<file path="src/common/ffm_pkg.sv">
// shared constants and types for the flash fault and monitor logic
`default_nettype none
package ffm_pkg;
  // clock and times, times in ns as specified
  localparam int CLK_NS      = 40;     // 25 MHz master clock
  localparam int RAMP_DG_NS  = 8000;   // ramp monitor persistence
  localparam int OVP_DG_NS   = 2000;   // open led persistence
  localparam int LONG_DG_NS  = 250000; // short led, thermal, input monitor
  localparam int STEP_NS     = 32000;  // ramp step period
  localparam int TICK_NS     = 250000; // converter delay unit
  // cycle counts: least times round up, periods round down
  localparam int RAMP_DG_CYC = (RAMP_DG_NS + CLK_NS - 1) / CLK_NS;
  localparam int OVP_DG_CYC  = (OVP_DG_NS + CLK_NS - 1) / CLK_NS;
  localparam int LONG_DG_CYC = (LONG_DG_NS + CLK_NS - 1) / CLK_NS;
  localparam int STEP_CYC    = STEP_NS / CLK_NS;
  localparam int TICK_CYC    = TICK_NS / CLK_NS;
  localparam int FIRST_HALT_CODE = 3;  // earliest code a halt may take
  localparam int PIN_W       = 14;     // synchronised pin bundle width
  // register offsets
  localparam logic [7:0] ADDR_INMON  = 8'h10;
  localparam logic [7:0] ADDR_HALTED = 8'h20;
  localparam logic [7:0] ADDR_LEDMON = 8'h30;
  localparam logic [7:0] ADDR_DELAY  = 8'h40;
  localparam logic [7:0] ADDR_FLAGS  = 8'h50;
  // input monitor config fields
  localparam int INMON_EN_BIT  = 0;
  localparam int VIN_THR_LSB   = 1;
  localparam int RAMP_EN_BIT   = 3;
  localparam int RAMP_THR_LSB  = 4;
  // led voltage monitor fields
  localparam int LM_MAN_BIT    = 4;
  localparam int LM_OFF_BIT    = 5;
  localparam int LM_EOC_BIT    = 6;
  // fault flag positions
  localparam int FLG_TO   = 0;
  localparam int FLG_TSD  = 1;
  localparam int FLG_LED  = 2;
  localparam int FLG_RF1  = 3;
  localparam int FLG_RF2  = 4;
  localparam int FLG_NTC  = 5;
  localparam int FLG_RAMP = 6;
  localparam int FLG_VIN  = 7;
  // reset values
  localparam logic [7:0] INMON_RST = 8'h00;
  localparam logic [7:0] DELAY_RST = 8'h00;
  localparam logic [7:0] FLAGS_RST = 8'h00;
  localparam logic       EOC_RST   = 1'b1;
  // flash ramp sequence states, gray along idle, ramp, hold
  typedef enum logic [1:0] {
    ST_IDLE = 2'b00,
    ST_RAMP = 2'b01,
    ST_HOLD = 2'b11
  } ffm_state_t;
endpackage
`default_nettype wire

</file>
<file path="src/common/ffm_adc_if.sv">
// link between the supervisor and the converter delay sequencer
`default_nettype none
interface ffm_adc_if;
  logic       start; // conversion-done fell, restart delay
  logic       tick;  // one pulse per delay unit
  logic [4:0] delay; // delay code, n gives n+1 units
  logic       done;  // delay elapsed, take the sample
  modport seq (input start, input tick, input delay, output done);
  modport ctl (output start, output tick, output delay, input done);
endinterface
`default_nettype wire

</file>
<file path="src/verilog/ffm_deglitch.sv">
// persistence filter: output rises after raw stays high cnt cycles
`default_nettype none
module ffm_deglitch
#(
  parameter logic [15:0] CNT = 16'h0001
)
(
  input  wire logic mclk,
  input  wire logic nrst,
  input  wire logic raw,
  output var  logic filt
);
  logic [15:0] cnt_q, cnt_d; // consecutive high cycles
  logic        filt_q, filt_d;

  // count while high, any low restarts
  always_comb
  begin
    cnt_d  = cnt_q;
    filt_d = filt_q;
    if (!raw)
    begin
      cnt_d  = 16'h0000;
      filt_d = 1'b0;
    end
    else if (cnt_q >= 16'(CNT - 16'h0001))
      filt_d = 1'b1;
    else
      cnt_d = cnt_q + 16'h0001;
  end

  always_ff @(posedge mclk or negedge nrst)
  begin
    if (!nrst)
    begin
      cnt_q  <= 16'h0000;
      filt_q <= 1'b0;
    end
    else
    begin
      cnt_q  <= cnt_d;
      filt_q <= filt_d;
    end
  end

  assign filt = filt_q;
endmodule // ffm_deglitch
`default_nettype wire

</file>
<file path="src/verilog/ffm_adc_seq.sv">
// converter sample delay: counts delay units after conversion-done falls
`default_nettype none
module ffm_adc_seq
(
  input  wire logic mclk,
  input  wire logic nrst,
  ffm_adc_if.seq    adc
);
  logic [5:0] cnt_q, cnt_d;   // units left
  logic       busy_q, busy_d; // delay running
  logic       done_q, done_d;

  // load on start, count down on each unit tick
  always_comb
  begin
    cnt_d  = cnt_q;
    busy_d = busy_q;
    done_d = 1'b0;
    if (adc.start)
    begin
      busy_d = 1'b1;
      cnt_d  = {1'b0, adc.delay} + 6'h01;
    end
    else if (busy_q && adc.tick)
    begin
      if (cnt_q == 6'h01)
      begin
        busy_d = 1'b0;
        done_d = 1'b1;
      end
      else
        cnt_d = cnt_q - 6'h01;
    end
  end

  always_ff @(posedge mclk or negedge nrst)
  begin
    if (!nrst)
    begin
      cnt_q  <= 6'h00;
      busy_q <= 1'b0;
      done_q <= 1'b0;
    end
    else
    begin
      cnt_q  <= cnt_d;
      busy_q <= busy_d;
      done_q <= done_d;
    end
  end

  assign adc.done = done_q;
endmodule // ffm_adc_seq
`default_nettype wire

</file>
<file path="src/verilog/ffm_flash_supervisor.sv">
// flash ramp monitor, halted code latch, led voltage converter control, fault flags
`default_nettype none
module ffm_flash_supervisor
#(
  parameter logic [15:0] LONG_DG_CYC_P = 16'(ffm_pkg::LONG_DG_CYC),
  parameter logic [15:0] TICK_CYC_P    = 16'(ffm_pkg::TICK_CYC)
)
(
  input  wire logic       mclk,
  input  wire logic       nrst,
  input  wire logic       hardware_enable_pin,
  input  wire logic       strobe_pin,
  input  wire logic       ramp_cmp_low,
  input  wire logic       vin_cmp_low,
  input  wire logic       thermal_hot,
  input  wire logic       overvoltage_trip,
  input  wire logic       led_short_low,
  input  wire logic       ntc_low,
  input  wire logic       rf_sync_input_one,
  input  wire logic       rf_sync_input_two,
  input  wire logic [3:0] adc_code,
  input  wire logic       reg_wr,
  input  wire logic       reg_rd,
  input  wire logic [7:0] reg_addr,
  input  wire logic [7:0] reg_wdata,
  input  wire logic       flash_req,
  input  wire logic       enable_off,
  input  wire logic       level_edge,
  input  wire logic       timeout_expired,
  input  wire logic       torch_active,
  input  wire logic       privacy_active,
  input  wire logic       ntc_mode,
  input  wire logic [1:0] sync_mode,
  input  wire logic [1:0] sync_pol,
  input  wire logic [3:0] led1_target,
  input  wire logic [3:0] led2_target,
  output var  logic [7:0] reg_rdata,
  output var  logic       flash_on,
  output var  logic [3:0] led1_code,
  output var  logic [3:0] led2_code,
  output var  logic       sources_off,
  output var  logic       ramp_halted,
  output var  logic       ntc_limit,
  output var  logic       vin_limit,
  output var  logic [7:0] input_monitor_config,
  output var  logic       adc_shutdown,
  output var  logic       adc_sample
);
  import ffm_pkg::*;

  ////////////////////////////////////////////////////////////////////////////
  // pin synchronisers
  logic [PIN_W-1:0] pin_raw, meta_q, sync_q; // two stages per pin
  logic             hardware_enable_pin_s, strobe_s, ramp_s, vin_s, therm_s, ovp_s, short_s, ntc_s;
  logic [1:0]       rf_s;
  logic [3:0]       adc_s;

  assign pin_raw = {adc_code, rf_sync_input_two, rf_sync_input_one, ntc_low,
                    led_short_low, overvoltage_trip, thermal_hot, vin_cmp_low,
                    ramp_cmp_low, strobe_pin, hardware_enable_pin};

  // only the second stage is read
  always_ff @(posedge mclk or negedge nrst)
  begin
    if (!nrst)
    begin
      meta_q <= '0;
      sync_q <= '0;
    end
    else
    begin
      meta_q <= pin_raw;
      sync_q <= meta_q;
    end
  end

  assign {adc_s, rf_s, ntc_s, short_s, ovp_s, therm_s, vin_s, ramp_s, strobe_s, hardware_enable_pin_s} = sync_q;

  ////////////////////////////////////////////////////////////////////////////
  // persistence filters: short led, open led, thermal, input monitor, ramp
  ffm_state_t  st_q, st_d;         // flash sequence state
  logic [7:0]  inmon_q, inmon_d;   // input monitor config
  logic        active;             // any current mode on
  logic [4:0]  dg_raw, dg_f;
  localparam logic [15:0] DG_CNT [5] = '{LONG_DG_CYC_P, 16'(OVP_DG_CYC),
                                         LONG_DG_CYC_P, LONG_DG_CYC_P,
                                         16'(RAMP_DG_CYC)};

  assign active = (st_q != ST_IDLE) || torch_active || privacy_active;
  assign dg_raw = {ramp_s && inmon_q[RAMP_EN_BIT] && st_q == ST_RAMP,
                   vin_s && inmon_q[INMON_EN_BIT],
                   therm_s,
                   ovp_s && active,
                   short_s && active};

  generate
    for (genvar i = 0; i < 5; i++)
    begin : g_dg
      ffm_deglitch #(.CNT(DG_CNT[i])) u_dg
      (
        .mclk (mclk),
        .nrst (nrst),
        .raw  (dg_raw[i]),
        .filt (dg_f[i])
      );
    end
  endgenerate

  ////////////////////////////////////////////////////////////////////////////
  // flash ramp sequence
  logic [3:0]  step_q, step_d;     // current ramp code
  logic [15:0] sdiv_q, sdiv_d;     // 32 us step divider
  logic [3:0]  code1_q, code1_d, code2_q, code2_d;
  logic        on_q, on_d;
  logic        strobe_prev_q;
  logic        ramp_halt_q, ramp_halt_d;
  logic [3:0]  hstep_q, hstep_d;   // code of last halt
  logic        sources_off_q, sources_off_d;
  logic [3:0]  maxt, cap;
  logic        halt_ev, end_ev, reached;

  assign maxt    = (led1_target > led2_target) ? led1_target : led2_target;
  assign cap     = (ramp_halt_q && hstep_q < maxt) ? hstep_q : maxt;
  // halt only from code three, only while ramping
  assign halt_ev = st_q == ST_RAMP && dg_f[4]
                   && step_q >= 4'(FIRST_HALT_CODE);
  assign reached = st_q == ST_RAMP && !halt_ev && step_q >= cap;
  // flash end: timeout, strobe fall in level mode, enable 00, thermal
  assign end_ev  = st_q != ST_IDLE && (timeout_expired || enable_off || dg_f[2]
                   || (strobe_prev_q && !strobe_s && !level_edge));

  // next ramp state and channel codes
  always_comb
  begin
    st_d   = st_q;
    step_d = step_q;
    sdiv_d = sdiv_q + 16'h0001;
    case (st_q)
      ST_IDLE:
      begin
        sdiv_d = 16'h0000;
        if (flash_req && !sources_off_q)
        begin
          st_d   = ST_RAMP;
          step_d = 4'h1;
        end
      end
      ST_RAMP:
      begin
        if (halt_ev || reached)
          st_d = ST_HOLD;
        else if (sdiv_q == 16'(STEP_CYC - 1))
        begin
          sdiv_d = 16'h0000;
          step_d = step_q + 4'h1;
        end
      end
      ST_HOLD:
        sdiv_d = 16'h0000;
      default:
        st_d = ST_IDLE;
    endcase
    if (end_ev || !hardware_enable_pin_s)
    begin
      st_d   = ST_IDLE;
      step_d = 4'h0;
    end
    on_d    = st_d != ST_IDLE;
    code1_d = (step_d < led1_target) ? step_d : led1_target;
    code2_d = (step_d < led2_target) ? step_d : led2_target;
  end

  always_ff @(posedge mclk or negedge nrst)
  begin
    if (!nrst)
    begin
      st_q          <= ST_IDLE;
      step_q        <= 4'h0;
      sdiv_q        <= 16'h0000;
      on_q          <= 1'b0;
      code1_q       <= 4'h0;
      code2_q       <= 4'h0;
      strobe_prev_q <= 1'b0;
    end
    else
    begin
      st_q          <= st_d;
      step_q        <= step_d;
      sdiv_q        <= sdiv_d;
      on_q          <= on_d;
      code1_q       <= code1_d;
      code2_q       <= code2_d;
      strobe_prev_q <= strobe_s;
    end
  end

  ////////////////////////////////////////////////////////////////////////////
  // fault flags and recovery latches
  logic [7:0] flags_q, flags_d, flag_set, halted_q, halted_d;
  logic [1:0] rf_prev_q, rf_ev;
  logic       flags_rd, ntc_lim_q, ntc_lim_d, vin_lim_q, vin_lim_d;

  assign flags_rd = reg_rd && reg_addr == ADDR_FLAGS;
  // polarity 1 picks rising, 0 falling
  assign rf_ev = (rf_s & ~rf_prev_q & sync_pol) | (~rf_s & rf_prev_q & ~sync_pol);

  always_comb
  begin
    flag_set           = 8'h00;
    flag_set[FLG_TO]   = st_q != ST_IDLE && timeout_expired;
    flag_set[FLG_TSD]  = dg_f[2];
    flag_set[FLG_LED]  = dg_f[0] || dg_f[1];
    flag_set[FLG_RF1]  = sync_mode[0] && rf_ev[0];
    flag_set[FLG_RF2]  = sync_mode[1] && rf_ev[1];
    flag_set[FLG_NTC]  = (on_q || torch_active) && ntc_mode && ntc_s;
    flag_set[FLG_RAMP] = halt_ev;
    flag_set[FLG_VIN]  = dg_f[3];
    // read clears, a same-cycle event wins; a lasting led fault re-sets
    flags_d       = (flags_rd ? FLAGS_RST : flags_q) | flag_set;
    sources_off_d = (sources_off_q && !flags_rd) || dg_f[2];
    ntc_lim_d     = (ntc_lim_q && !(flags_rd && !ntc_s)) || flag_set[FLG_NTC];
    vin_lim_d     = (vin_lim_q && !(flags_rd && !vin_s)) || dg_f[3];
    ramp_halt_d   = (ramp_halt_q && !flags_rd) || halt_ev;
    hstep_d       = halt_ev ? step_q : hstep_q;
    halted_d      = halt_ev ? {code2_q, code1_q} : halted_q;
    if (!hardware_enable_pin_s)
    begin
      flags_d       = FLAGS_RST;
      sources_off_d = 1'b0;
      ntc_lim_d     = 1'b0;
      vin_lim_d     = 1'b0;
      ramp_halt_d   = 1'b0;
    end
  end

  always_ff @(posedge mclk or negedge nrst)
  begin
    if (!nrst)
    begin
      flags_q       <= FLAGS_RST;
      sources_off_q <= 1'b0;
      ntc_lim_q     <= 1'b0;
      vin_lim_q     <= 1'b0;
      ramp_halt_q   <= 1'b0;
      hstep_q       <= 4'h0;
      halted_q      <= 8'h00;
      rf_prev_q     <= 2'b00;
    end
    else
    begin
      flags_q       <= flags_d;
      sources_off_q <= sources_off_d;
      ntc_lim_q     <= ntc_lim_d;
      vin_lim_q     <= vin_lim_d;
      ramp_halt_q   <= ramp_halt_d;
      hstep_q       <= hstep_d;
      halted_q      <= halted_d;
      rf_prev_q     <= rf_s;
    end
  end

  ////////////////////////////////////////////////////////////////////////////
  // registers, converter control and read data
  ffm_adc_if   adc_bus ();
  logic [7:0]  delay_q, delay_d, rdata_q, rdata_d;
  logic [3:0]  result_q, result_d;
  logic [15:0] tdiv_q, tdiv_d;     // 250 us unit divider
  logic        man_q, man_d, off_q, off_d, eoc_q, eoc_d, sample_q;
  logic        wr_lm, rd_lm, adc_start;

  assign wr_lm     = reg_wr && reg_addr == ADDR_LEDMON;
  assign rd_lm     = reg_rd && reg_addr == ADDR_LEDMON;
  assign adc_start = !off_q && ((man_q && rd_lm)
                     || (wr_lm && reg_wdata[LM_MAN_BIT])
                     || (!man_q && reached));
  assign adc_bus.start = adc_start;
  assign adc_bus.delay = delay_q[4:0];
  assign adc_bus.tick  = tdiv_q == 16'(TICK_CYC_P - 16'h0001);

  ffm_adc_seq u_seq
  (
    .mclk (mclk),
    .nrst (nrst),
    .adc  (adc_bus.seq)
  );

  // register writes, conversion flag, result capture, read mux
  always_comb
  begin
    inmon_d  = (reg_wr && reg_addr == ADDR_INMON) ? reg_wdata : inmon_q;
    delay_d  = (reg_wr && reg_addr == ADDR_DELAY) ? reg_wdata : delay_q;
    man_d    = wr_lm ? reg_wdata[LM_MAN_BIT] : man_q;
    off_d    = wr_lm ? reg_wdata[LM_OFF_BIT] : off_q;
    tdiv_d   = (adc_start || adc_bus.tick) ? 16'h0000 : tdiv_q + 16'h0001;
    eoc_d    = adc_start ? 1'b0 : (adc_bus.done || eoc_q);
    result_d = adc_bus.done ? adc_s : result_q;
    rdata_d  = rdata_q;
    if (reg_rd)
    begin
      case (reg_addr)
        ADDR_INMON:  rdata_d = inmon_q;
        ADDR_HALTED: rdata_d = halted_q;
        ADDR_LEDMON: rdata_d = {1'b0, eoc_q, off_q, man_q, result_q};
        ADDR_DELAY:  rdata_d = delay_q;
        ADDR_FLAGS:  rdata_d = flags_q;
        default:     rdata_d = 8'h00;
      endcase
    end
    if (!hardware_enable_pin_s)
    begin
      inmon_d = INMON_RST;
      delay_d = DELAY_RST;
      man_d   = 1'b0;
      off_d   = 1'b0;
    end
  end

  always_ff @(posedge mclk or negedge nrst)
  begin
    if (!nrst)
    begin
      inmon_q  <= INMON_RST;
      delay_q  <= DELAY_RST;
      man_q    <= 1'b0;
      off_q    <= 1'b0;
      eoc_q    <= EOC_RST;
      result_q <= 4'h0;
      tdiv_q   <= 16'h0000;
      rdata_q  <= 8'h00;
      sample_q <= 1'b0;
    end
    else
    begin
      inmon_q  <= inmon_d;
      delay_q  <= delay_d;
      man_q    <= man_d;
      off_q    <= off_d;
      eoc_q    <= eoc_d;
      result_q <= result_d;
      tdiv_q   <= tdiv_d;
      rdata_q  <= rdata_d;
      sample_q <= adc_bus.done;
    end
  end

  ////////////////////////////////////////////////////////////////////////////
  // outputs, all from flops
  assign reg_rdata            = rdata_q;
  assign flash_on             = on_q;
  assign led1_code            = code1_q;
  assign led2_code            = code2_q;
  assign sources_off          = sources_off_q;
  assign ramp_halted          = ramp_halt_q;
  assign ntc_limit            = ntc_lim_q;
  assign vin_limit            = vin_lim_q;
  assign input_monitor_config = inmon_q;
  assign adc_shutdown         = off_q;
  assign adc_sample           = sample_q;
endmodule // ffm_flash_supervisor
`default_nettype wire

</file>
<file path="config.mk">
export PLATFORM = sky130hd
export DESIGN_NAME = ffm_flash_supervisor
export DESIGN_NICKNAME = d
export VERILOG_FILES = /design/src/common/ffm_pkg.sv /design/src/common/ffm_adc_if.sv /design/src/verilog/ffm_deglitch.sv /design/src/verilog/ffm_adc_seq.sv /design/src/verilog/ffm_flash_supervisor.sv
export SDC_FILE = /design/constraint.sdc
export NUM_CORES = 1
export LEC_CHECK = 0
export ABC_AREA = 1
export BUFFER_PORTS_ARGS = -buffer_cell sky130_fd_sc_hd__buf_2
export CORE_UTILIZATION = 45
export DETAILED_ROUTE_END_ITERATION = 6
export GPL_TIMING_DRIVEN = 0
export HOLD_SLACK_MARGIN = 0.08
export PLACE_DENSITY = 0.73
export SETUP_SLACK_MARGIN = 0.15
export SLEW_MARGIN = 0
export SYNTH_ARGS = -nofsm -noshare
export SYNTH_HDL_FRONTEND = slang
export SYNTH_SLANG_ARGS = --single-unit
</file>
<file path="constraint.sdc">
create_clock -name mclk -period 8.06 [get_ports mclk]
set_clock_uncertainty 0.05 [all_clocks]
set_input_delay 0.403 -clock mclk [delete_from_list [all_inputs] [get_ports mclk]]
set_output_delay 0.403 -clock mclk [all_outputs]
set_load 0.02 [all_outputs]
</file>
# --- Word-level counts from Yosys, hierarchy flattened ---
# Index checks and enable logic that the tools add are counted.
word_totals:
  input_bits: 53
  out_inout_bits: 31
  wordCells: 227
  register_bits: 227
classes:
  mux: 62
  n_eq_ne: 24
  bitwise: 9
  n_reduce_logical: 72
  add_sub_neg: 10
  magnitude_cmp: 11
op_table:
  columns: ["operator", "count"]
  rows:
  - ["$mux W16", 13]
  - ["$add A16 B1 Y16 const B", 7]
  - ["$ge A16 B13 Y1 const B", 3]
  - ["$mux W8", 6]
  - ["$pmux W8 S5", 1]
  - ["$logic_and A1 B1 Y1", 35]
  - ["$mux W4", 8]
  - ["$pmux W16 S2", 1]
  - ["$mux W1", 25]
  - ["$ne A2 B2 Y1 const B", 10]
  - ["$mux W6", 3]
  - ["$logic_or A1 B1 Y1", 17]
  - ["$eq A16 B10 Y1 const B", 1]
  - ["$eq A16 B13 Y1 const B", 1]
  - ["$eq A8 B6 Y1 const B", 2]
  - ["$eq A8 B7 Y1 const B", 2]
  - ["$ge A16 B6 Y1 const B", 1]
  - ["$ge A16 B8 Y1 const B", 1]
  - ["$logic_not A1 Y1", 12]
  - ["$lt A4 B4 Y1", 3]
  - ["$and A2 B2 Y2", 4]
  - ["$eq A8 B5 Y1 const B", 1]
  - ["$ne A2 B1 Y1 const B", 4]
  - ["$or A8 B8 Y8", 1]
  - ["18 further kinds", 26]

# --- Logic depth before layout (Yosys ltp) ---
depth:
  depth_word: 13
  depth_mapped: 36
  mapped_depth_nobuf: 36

# --- By module ---
# A second synthesis with hierarchy kept.
unflattened:
  cells_unflattened: 1419
  area_unflattened_um2: 12025.3
by_module_without_submodules:
  columns: ["mod", "n_inst", "seq_area_each_um2", "cells_per_inst", "area_per_inst_um2"]
  rows:
  - ["ffm_flash_supervisor", 1, 3354.5, 672, 6144.6]
  - ["ffm_deglitch at g_dg[0].u_dg ...", 3, 425.4, 152, 1192.4]
  - ["ffm_deglitch at g_dg[4].u_dg", 1, 425.4, 108, 878.3]
  - ["ffm_deglitch at g_dg[1].u_dg", 1, 425.4, 98, 832.0]
  - ["ffm_adc_seq", 1, 200.2, 85, 593.1]

# --- Worst setup path before layout ---
# OpenSTA, ideal clock, no wires.
synth_path:
  path_kind: "in2reg"
  start: "input port led2_target[3]"
  end: "register code1_q[0] (netlist: led1_code[0])"
  arrival_time_ns: 4.192
  stages: 28
  n_path_buf: 0
  t_required_ns: 7.893
  setup_ns: 0.117
  setup_slack_ns: 3.701
  path_cell_list: "inv_1 ha_1 nand2_1 o21ai_1 nand2_1 o21ai_0 ha_1 nand2_1 nand2_1 nor2_1 nand2_1 nand2_1 nand2_1 ha_1 a21oi_1 nand3_1 nand2_1 nand3_1 o21ai_0 nand3_1 o211ai_1 nand2_1 nor2_1 ha_1 a21oi_1 nand2_2 nand2_1 nand2_1"
synth_between:
  elab_chain_len: 13
synth_lines:
  columns: ["element", "line", "source"]
  rows:
  - ["start, declared", "ffm_flash_supervisor.sv:36", "input wire logic [3:0] led2_target,"]
  - ["$gt A4 B4 Y1", "ffm_flash_supervisor.sv:122", "assign maxt = (led1_target > led2_target) ? led1_target : led2_target;"]
  - ["$mux W4 *", "ffm_flash_supervisor.sv:122", null]
  - ["$lt A4 B4 Y1", "ffm_flash_supervisor.sv:123", "assign cap = (ramp_halt_q && hstep_q < maxt) ? hstep_q : maxt;"]
  - ["$logic_and A1 B1 Y1", "ffm_flash_supervisor.sv:123", null]
  - ["$mux W4 *", "ffm_flash_supervisor.sv:123", null]
  - ["$ge A4 B4 Y1 *", "ffm_flash_supervisor.sv:127", "assign reached = st_q == ST_RAMP && !halt_ev && step_q >= cap;"]
  - ["$logic_and A1 B1 Y1 *", "ffm_flash_supervisor.sv:127", null]
  - ["$logic_or A1 B1 Y1 *", "ffm_flash_supervisor.sv:150", "if (halt_ev || reached)"]
  - ["$mux W4 *", "ffm_flash_supervisor.sv:150", null]
  - ["$pmux W4 S2 *", "ffm_flash_supervisor.sv:138", "case (st_q)"]
  - ["$mux W4 *", "ffm_flash_supervisor.sv:163", "if (end_ev || !hardware_enable_pin_s)"]
  - ["net step_d[3]", "ffm_flash_supervisor.sv:111", "logic [3:0] step_q, step_d;"]
  - ["$lt A4 B4 Y1 *", "ffm_flash_supervisor.sv:169", "code1_d = (step_d < led1_target) ? step_d : led1_target;"]
  - ["$mux W4 *", "ffm_flash_supervisor.sv:169", null]
  - ["net code1_d[0]", "ffm_flash_supervisor.sv:113", "logic [3:0] code1_q, code1_d, code2_q, code2_d;"]
  - ["end signal, assigned", "ffm_flash_supervisor.sv:191", "code1_q <= code1_d;"]
  - ["end, declared", "ffm_flash_supervisor.sv:113", null]
# Mark *: on every way through the listed nets, which the timed path passes. The rest lies on a longest branch.
# A chain may end at the register's enable or synchronous reset.

# --- Worst setup path in the final report ---
layout_path:
  start: "input port led2_target[2]"
  end: "register code2_q[2] (netlist: led2_code[2])"
layout_between:
  elab_chain_len: 13
layout_lines:
  columns: ["element", "line", "source"]
  rows:
  - ["$gt A4 B4 Y1", "ffm_flash_supervisor.sv:122", null]
  - ["$mux W4 *", "ffm_flash_supervisor.sv:122", null]
  - ["$lt A4 B4 Y1", "ffm_flash_supervisor.sv:123", null]
  - ["$logic_and A1 B1 Y1", "ffm_flash_supervisor.sv:123", null]
  - ["$mux W4 *", "ffm_flash_supervisor.sv:123", null]
  - ["$ge A4 B4 Y1 *", "ffm_flash_supervisor.sv:127", null]
  - ["$logic_and A1 B1 Y1 *", "ffm_flash_supervisor.sv:127", null]
  - ["$logic_or A1 B1 Y1 *", "ffm_flash_supervisor.sv:150", null]
  - ["$mux W4 *", "ffm_flash_supervisor.sv:150", null]
  - ["$pmux W4 S2 *", "ffm_flash_supervisor.sv:138", null]
  - ["$mux W4 *", "ffm_flash_supervisor.sv:163", null]
  - ["net step_d[3]", "ffm_flash_supervisor.sv:111", null]
  - ["$lt A4 B4 Y1 *", "ffm_flash_supervisor.sv:170", "code2_d = (step_d < led2_target) ? step_d : led2_target;"]
  - ["$mux W4 *", "ffm_flash_supervisor.sv:170", null]
  - ["net code2_d[2]", "ffm_flash_supervisor.sv:113", null]
  - ["end signal, assigned", "ffm_flash_supervisor.sv:192", "code2_q <= code2_d;"]
  - ["end, declared", "ffm_flash_supervisor.sv:113", null]
# Marked as above.

==> impl_metrics.ini <==
[yosys]
synth_cell_type_count = 53
postSynthCellCount = 1253
syn_nets = 1343
ys_ff_latch = 227
synth_area_sq_mm = 0.0109
ys.flop_type = dfrtp_1
synth_warnings = 0
synth_edf_count = 0
ys_seq_area_share_pct = 52.1
async_reset_ff_share_pct = 100
syn_avg_cell_area_sq_um = 8.71

[routing]
drc = 0
first_pass_iters = 4
drt_wl_total_microns = 24500
first_iter_violations = 580
viasPerCell = 5.07
ant_nets = 0
vias = 8755
routedWlPerCell_microns = 14.2

[global_routing]
groute.usage.overall_pct = 20.3
gr-usage-met3_pct = 3.67
antenna_found_initial = 1
use_met1_pct = 27.6
grt.busiest_layer = met2
grt_pass1_vias = 8246
grt_max_degree = 121
use_met2_pct = 32.4
grt_pass1_wl_microns = 40100
grt_overflow = 0

[floorplanning]
io_pins = 84
die_area_sq_mm = 0.0249
die_h_microns = 158
initial_core_util_pct = 46.2
die_w_microns = 158
rows = 56
coreArea_sq_mm = 0.0236

[layout]
finish.utilization_pct = 54.5
design_area_sq_mm = 0.0129
seq_area_sq_mm = 0.00568
drive_above_1_share_pct = 13.8
area_growth_pct = 17.9
nFillCells = 2132
multiInputGateArea_sq_mm = 0.00445
num-nets-final = 1477

[sta]
slew_headroom_pct = 45.2
finalHoldViolCount = 0
min_period_over_period_pct = 66.3
period_minus_slack_ns = 5.34
setup_viol = 0
tns_ns = 0
worst_pin_slew_ns = 0.822
grt_setup_unrepaired = no
max_freq_mhz = 187
drv_slew = 0

[cts]
cts_max_path_buffers = 3
root_buffer = clkbuf_16
hold_buffers = 21
cts_resized = 0
clock_latency_ns = 0.54
cts_sinks = 227
postCtsSetupBuffers = 0
clkSlewWorstSetupHoldPaths_ns = 0.06
cts_buffers = 27
cts_tree = done
htree_levels = 1

[placement]
hpwl_microns = 17700
gp_congestion = 0.918
placed_area_sq_mm = 0.0118
port_buffers = 83

[status]
status = complete, no violations

[power_and_ir_drop]
ir_drop_uv = 142
p_leak_nw = 6.12
powerDensity_mw_per_mm2 = 214

[worst_setup_path]
worstPathArrival_ns = 5.70
cp_slowest_cell = dlygate4sd3_1
critPathKind = input port to flop
end_kind = flop
worst_setup_path_start_kind = input port
critPathMostFrequentCell = nand2_1
cpPeakStageDelay_ns = 0.54
cp_max_fo = 7
required_ns = 8.42

[min_path]
hold_class = input port to flop

[run]
drv_cap = 0
## layer usage
metal  share of wire (%)  wire length (microns)  vias up
met2                  46                  11200      181
met1                  46                  11200     4142
met5                   0                      0        -
met3                 5.3                   1310       43
met4                 3.1                    756        0
li1                    -                      -     4389
## path summary, 6_finish.rpt
| kind | start | end | slack, ns | cells past startpoint |
|---|---|---|---|---|
| worst min register to register | meta_q[6] | sync_q[6] | 0.30 | 0 |
| min in group asynchronous | nrst | g_dg[2].u_dg.cnt_q[10] | 0.48 | 2 |
| worst max register to register | hstep_q[3] | led2_code[2] | 3.91 | 22 |
| max in group asynchronous | nrst | g_dg[0].u_dg.cnt_q[3] | 6.42 | 3 |
| worst max-delay path | led2_target[2] | led2_code[2] | 2.72 | 30 |
| worst min-delay path | led1_target[1] | led1_code[1] | 0.11 | 3 |
## worst max-delay path: cells and delay by family
kind            cells  cell delay [ns]
fa+ha+maj           4             1.23
simple gates       17             1.95
buf+inv             3             0.75
compound gates      6             1.37
## through the flow
| step | setup WS [ns] | hold WS (ns) | power (W) | cells |
|---|---|---|---|---|
| 2_1_floorplan | 3.70 | 0.0574 | 0.00146 | 1253 |
| 3_3_place_gp | 2.56 | 0.285 | 0.00155 | 1655 |
| 3_5_place_dp | 2.79 | 0.285 | 0.00156 | 1656 |
| 4_1_cts | 2.83 | 0.0927 | 0.00278 | 1727 |
| 5_1_grt | 2.14 | 0.118 | 0.00287 | 1728 |
| 6_report | 2.72 | 0.114 | 0.00275 | 1728 |
## Yosys cell counts (5+ instances only)
library cell  number  area (sq um)
ha_1              37           463
clkbuf_1          12          45.0
o21ai_2            9          78.8
nand4_1           19           119
inv_1            177           664
nand2_1          237           890
a221oi_1           7          61.3
nor2_1           129           484
nor3_2             7          70.1
mux2_2             5          56.3
inv_2              6          22.5
xor2_1            23           201
o21ai_1            5          25.0
o31ai_1            7          52.6
nor4_1            10          62.6
nor3_1            45           225
a31oi_1            5          31.3
o21ai_0           82           410
nor3b_1            6          45.0
o211ai_1           5          37.5
xnor2_1            5          43.8
nand3_1           70           350
nor2_2             7          43.8
a21oi_1           58           290
dfrtp_1          226          5660
nand2_2           10          62.6
## final cells by class
type                            count  share of cell area [%]
Inverter                          184                    5.37
Multi-Input combinational cell    823                    34.6
Buffer                             19                   0.681
Clock inverter                     12                   0.972
Timing Repair Buffer              105                    5.15
Clock buffer                       38                    5.96
Tap cell                          319                    3.10
Sequential cell                   227                    44.2
Antenna cell                        1                  0.0194
## power by group
part           total [W]  switching, W  internal [W]
clock            0.00120      0.000474      0.000728
combinational   0.000283      0.000174      0.000109
sequential       0.00126     0.0000577       0.00121
## sequential cells by signal, indices dropped and copies added (netlist names), 2 cells and up
| signal | flops |
|---|---|
| result_q | 4 |
| g_dg.u_dg.cnt_q | 80 |
| flags_q | 8 |
| u_seq.cnt_q | 6 |
| halted_q | 8 |
| st_q | 2 |
| delay_q | 8 |
| sdiv_q | 16 |
| hstep_q | 4 |
| meta_q | 14 |
| led2_code | 4 |
| led1_code | 4 |
| reg_rdata | 8 |
| tdiv_q | 16 |
| sync_q | 14 |
| input_monitor_config | 8 |
| rf_prev_q | 2 |
| step_q | 4 |
| g_dg.u_dg.filt | 5 |
## cells by family (layout without fill, tap and decap cells)
kind of cell               after synthesis  in the layout  share of synthesized area (%)
AOI/OAI and AO/OA                      199            199                           10.7
adders and majority gates               37             37                           4.24
muxes                                    5              5                          0.516
and+or+nand+nor                        554            554                           23.0
other                                    0              1                              0
DFF                                    227            227                           52.1
buffers and inverters                  203            358                           7.13
xor gates and xnor gates                28             28                           2.25
## cell usage in the layout, fill, tap and decap left out, types with 3 or more instances in the layout
master	netlist	final
dlygate4sd3_1	0	21
clkinv_2	0	6
clkbuf_16	0	27
clkbuf_8	0	5
xor2_1	23	23
nor2_2	7	7
inv_1	177	177
dfrtp_1	226	226
nor4_1	10	10
mux2_2	5	5
o21ai_2	9	9
a221oi_1	7	7
o31ai_1	7	7
nand4_1	19	19
nand2_1	237	237
o21ai_1	5	5
o2bb2ai_1	3	3
and3_1	4	4
o211ai_1	5	5
clkbuf_1	12	18
ha_1	37	37
buf_2	4	86
a211oi_1	3	3
nor3_1	45	45
nand3_1	70	70
nor3b_1	6	6
nand2_2	10	10
a21oi_1	58	58
a31oi_1	5	5
nor2_1	129	129
a21oi_2	3	3
nor3_2	7	7
inv_2	6	6
xnor2_1	5	5
o21ai_0	82	82
(Power assumes the default switching activity.)
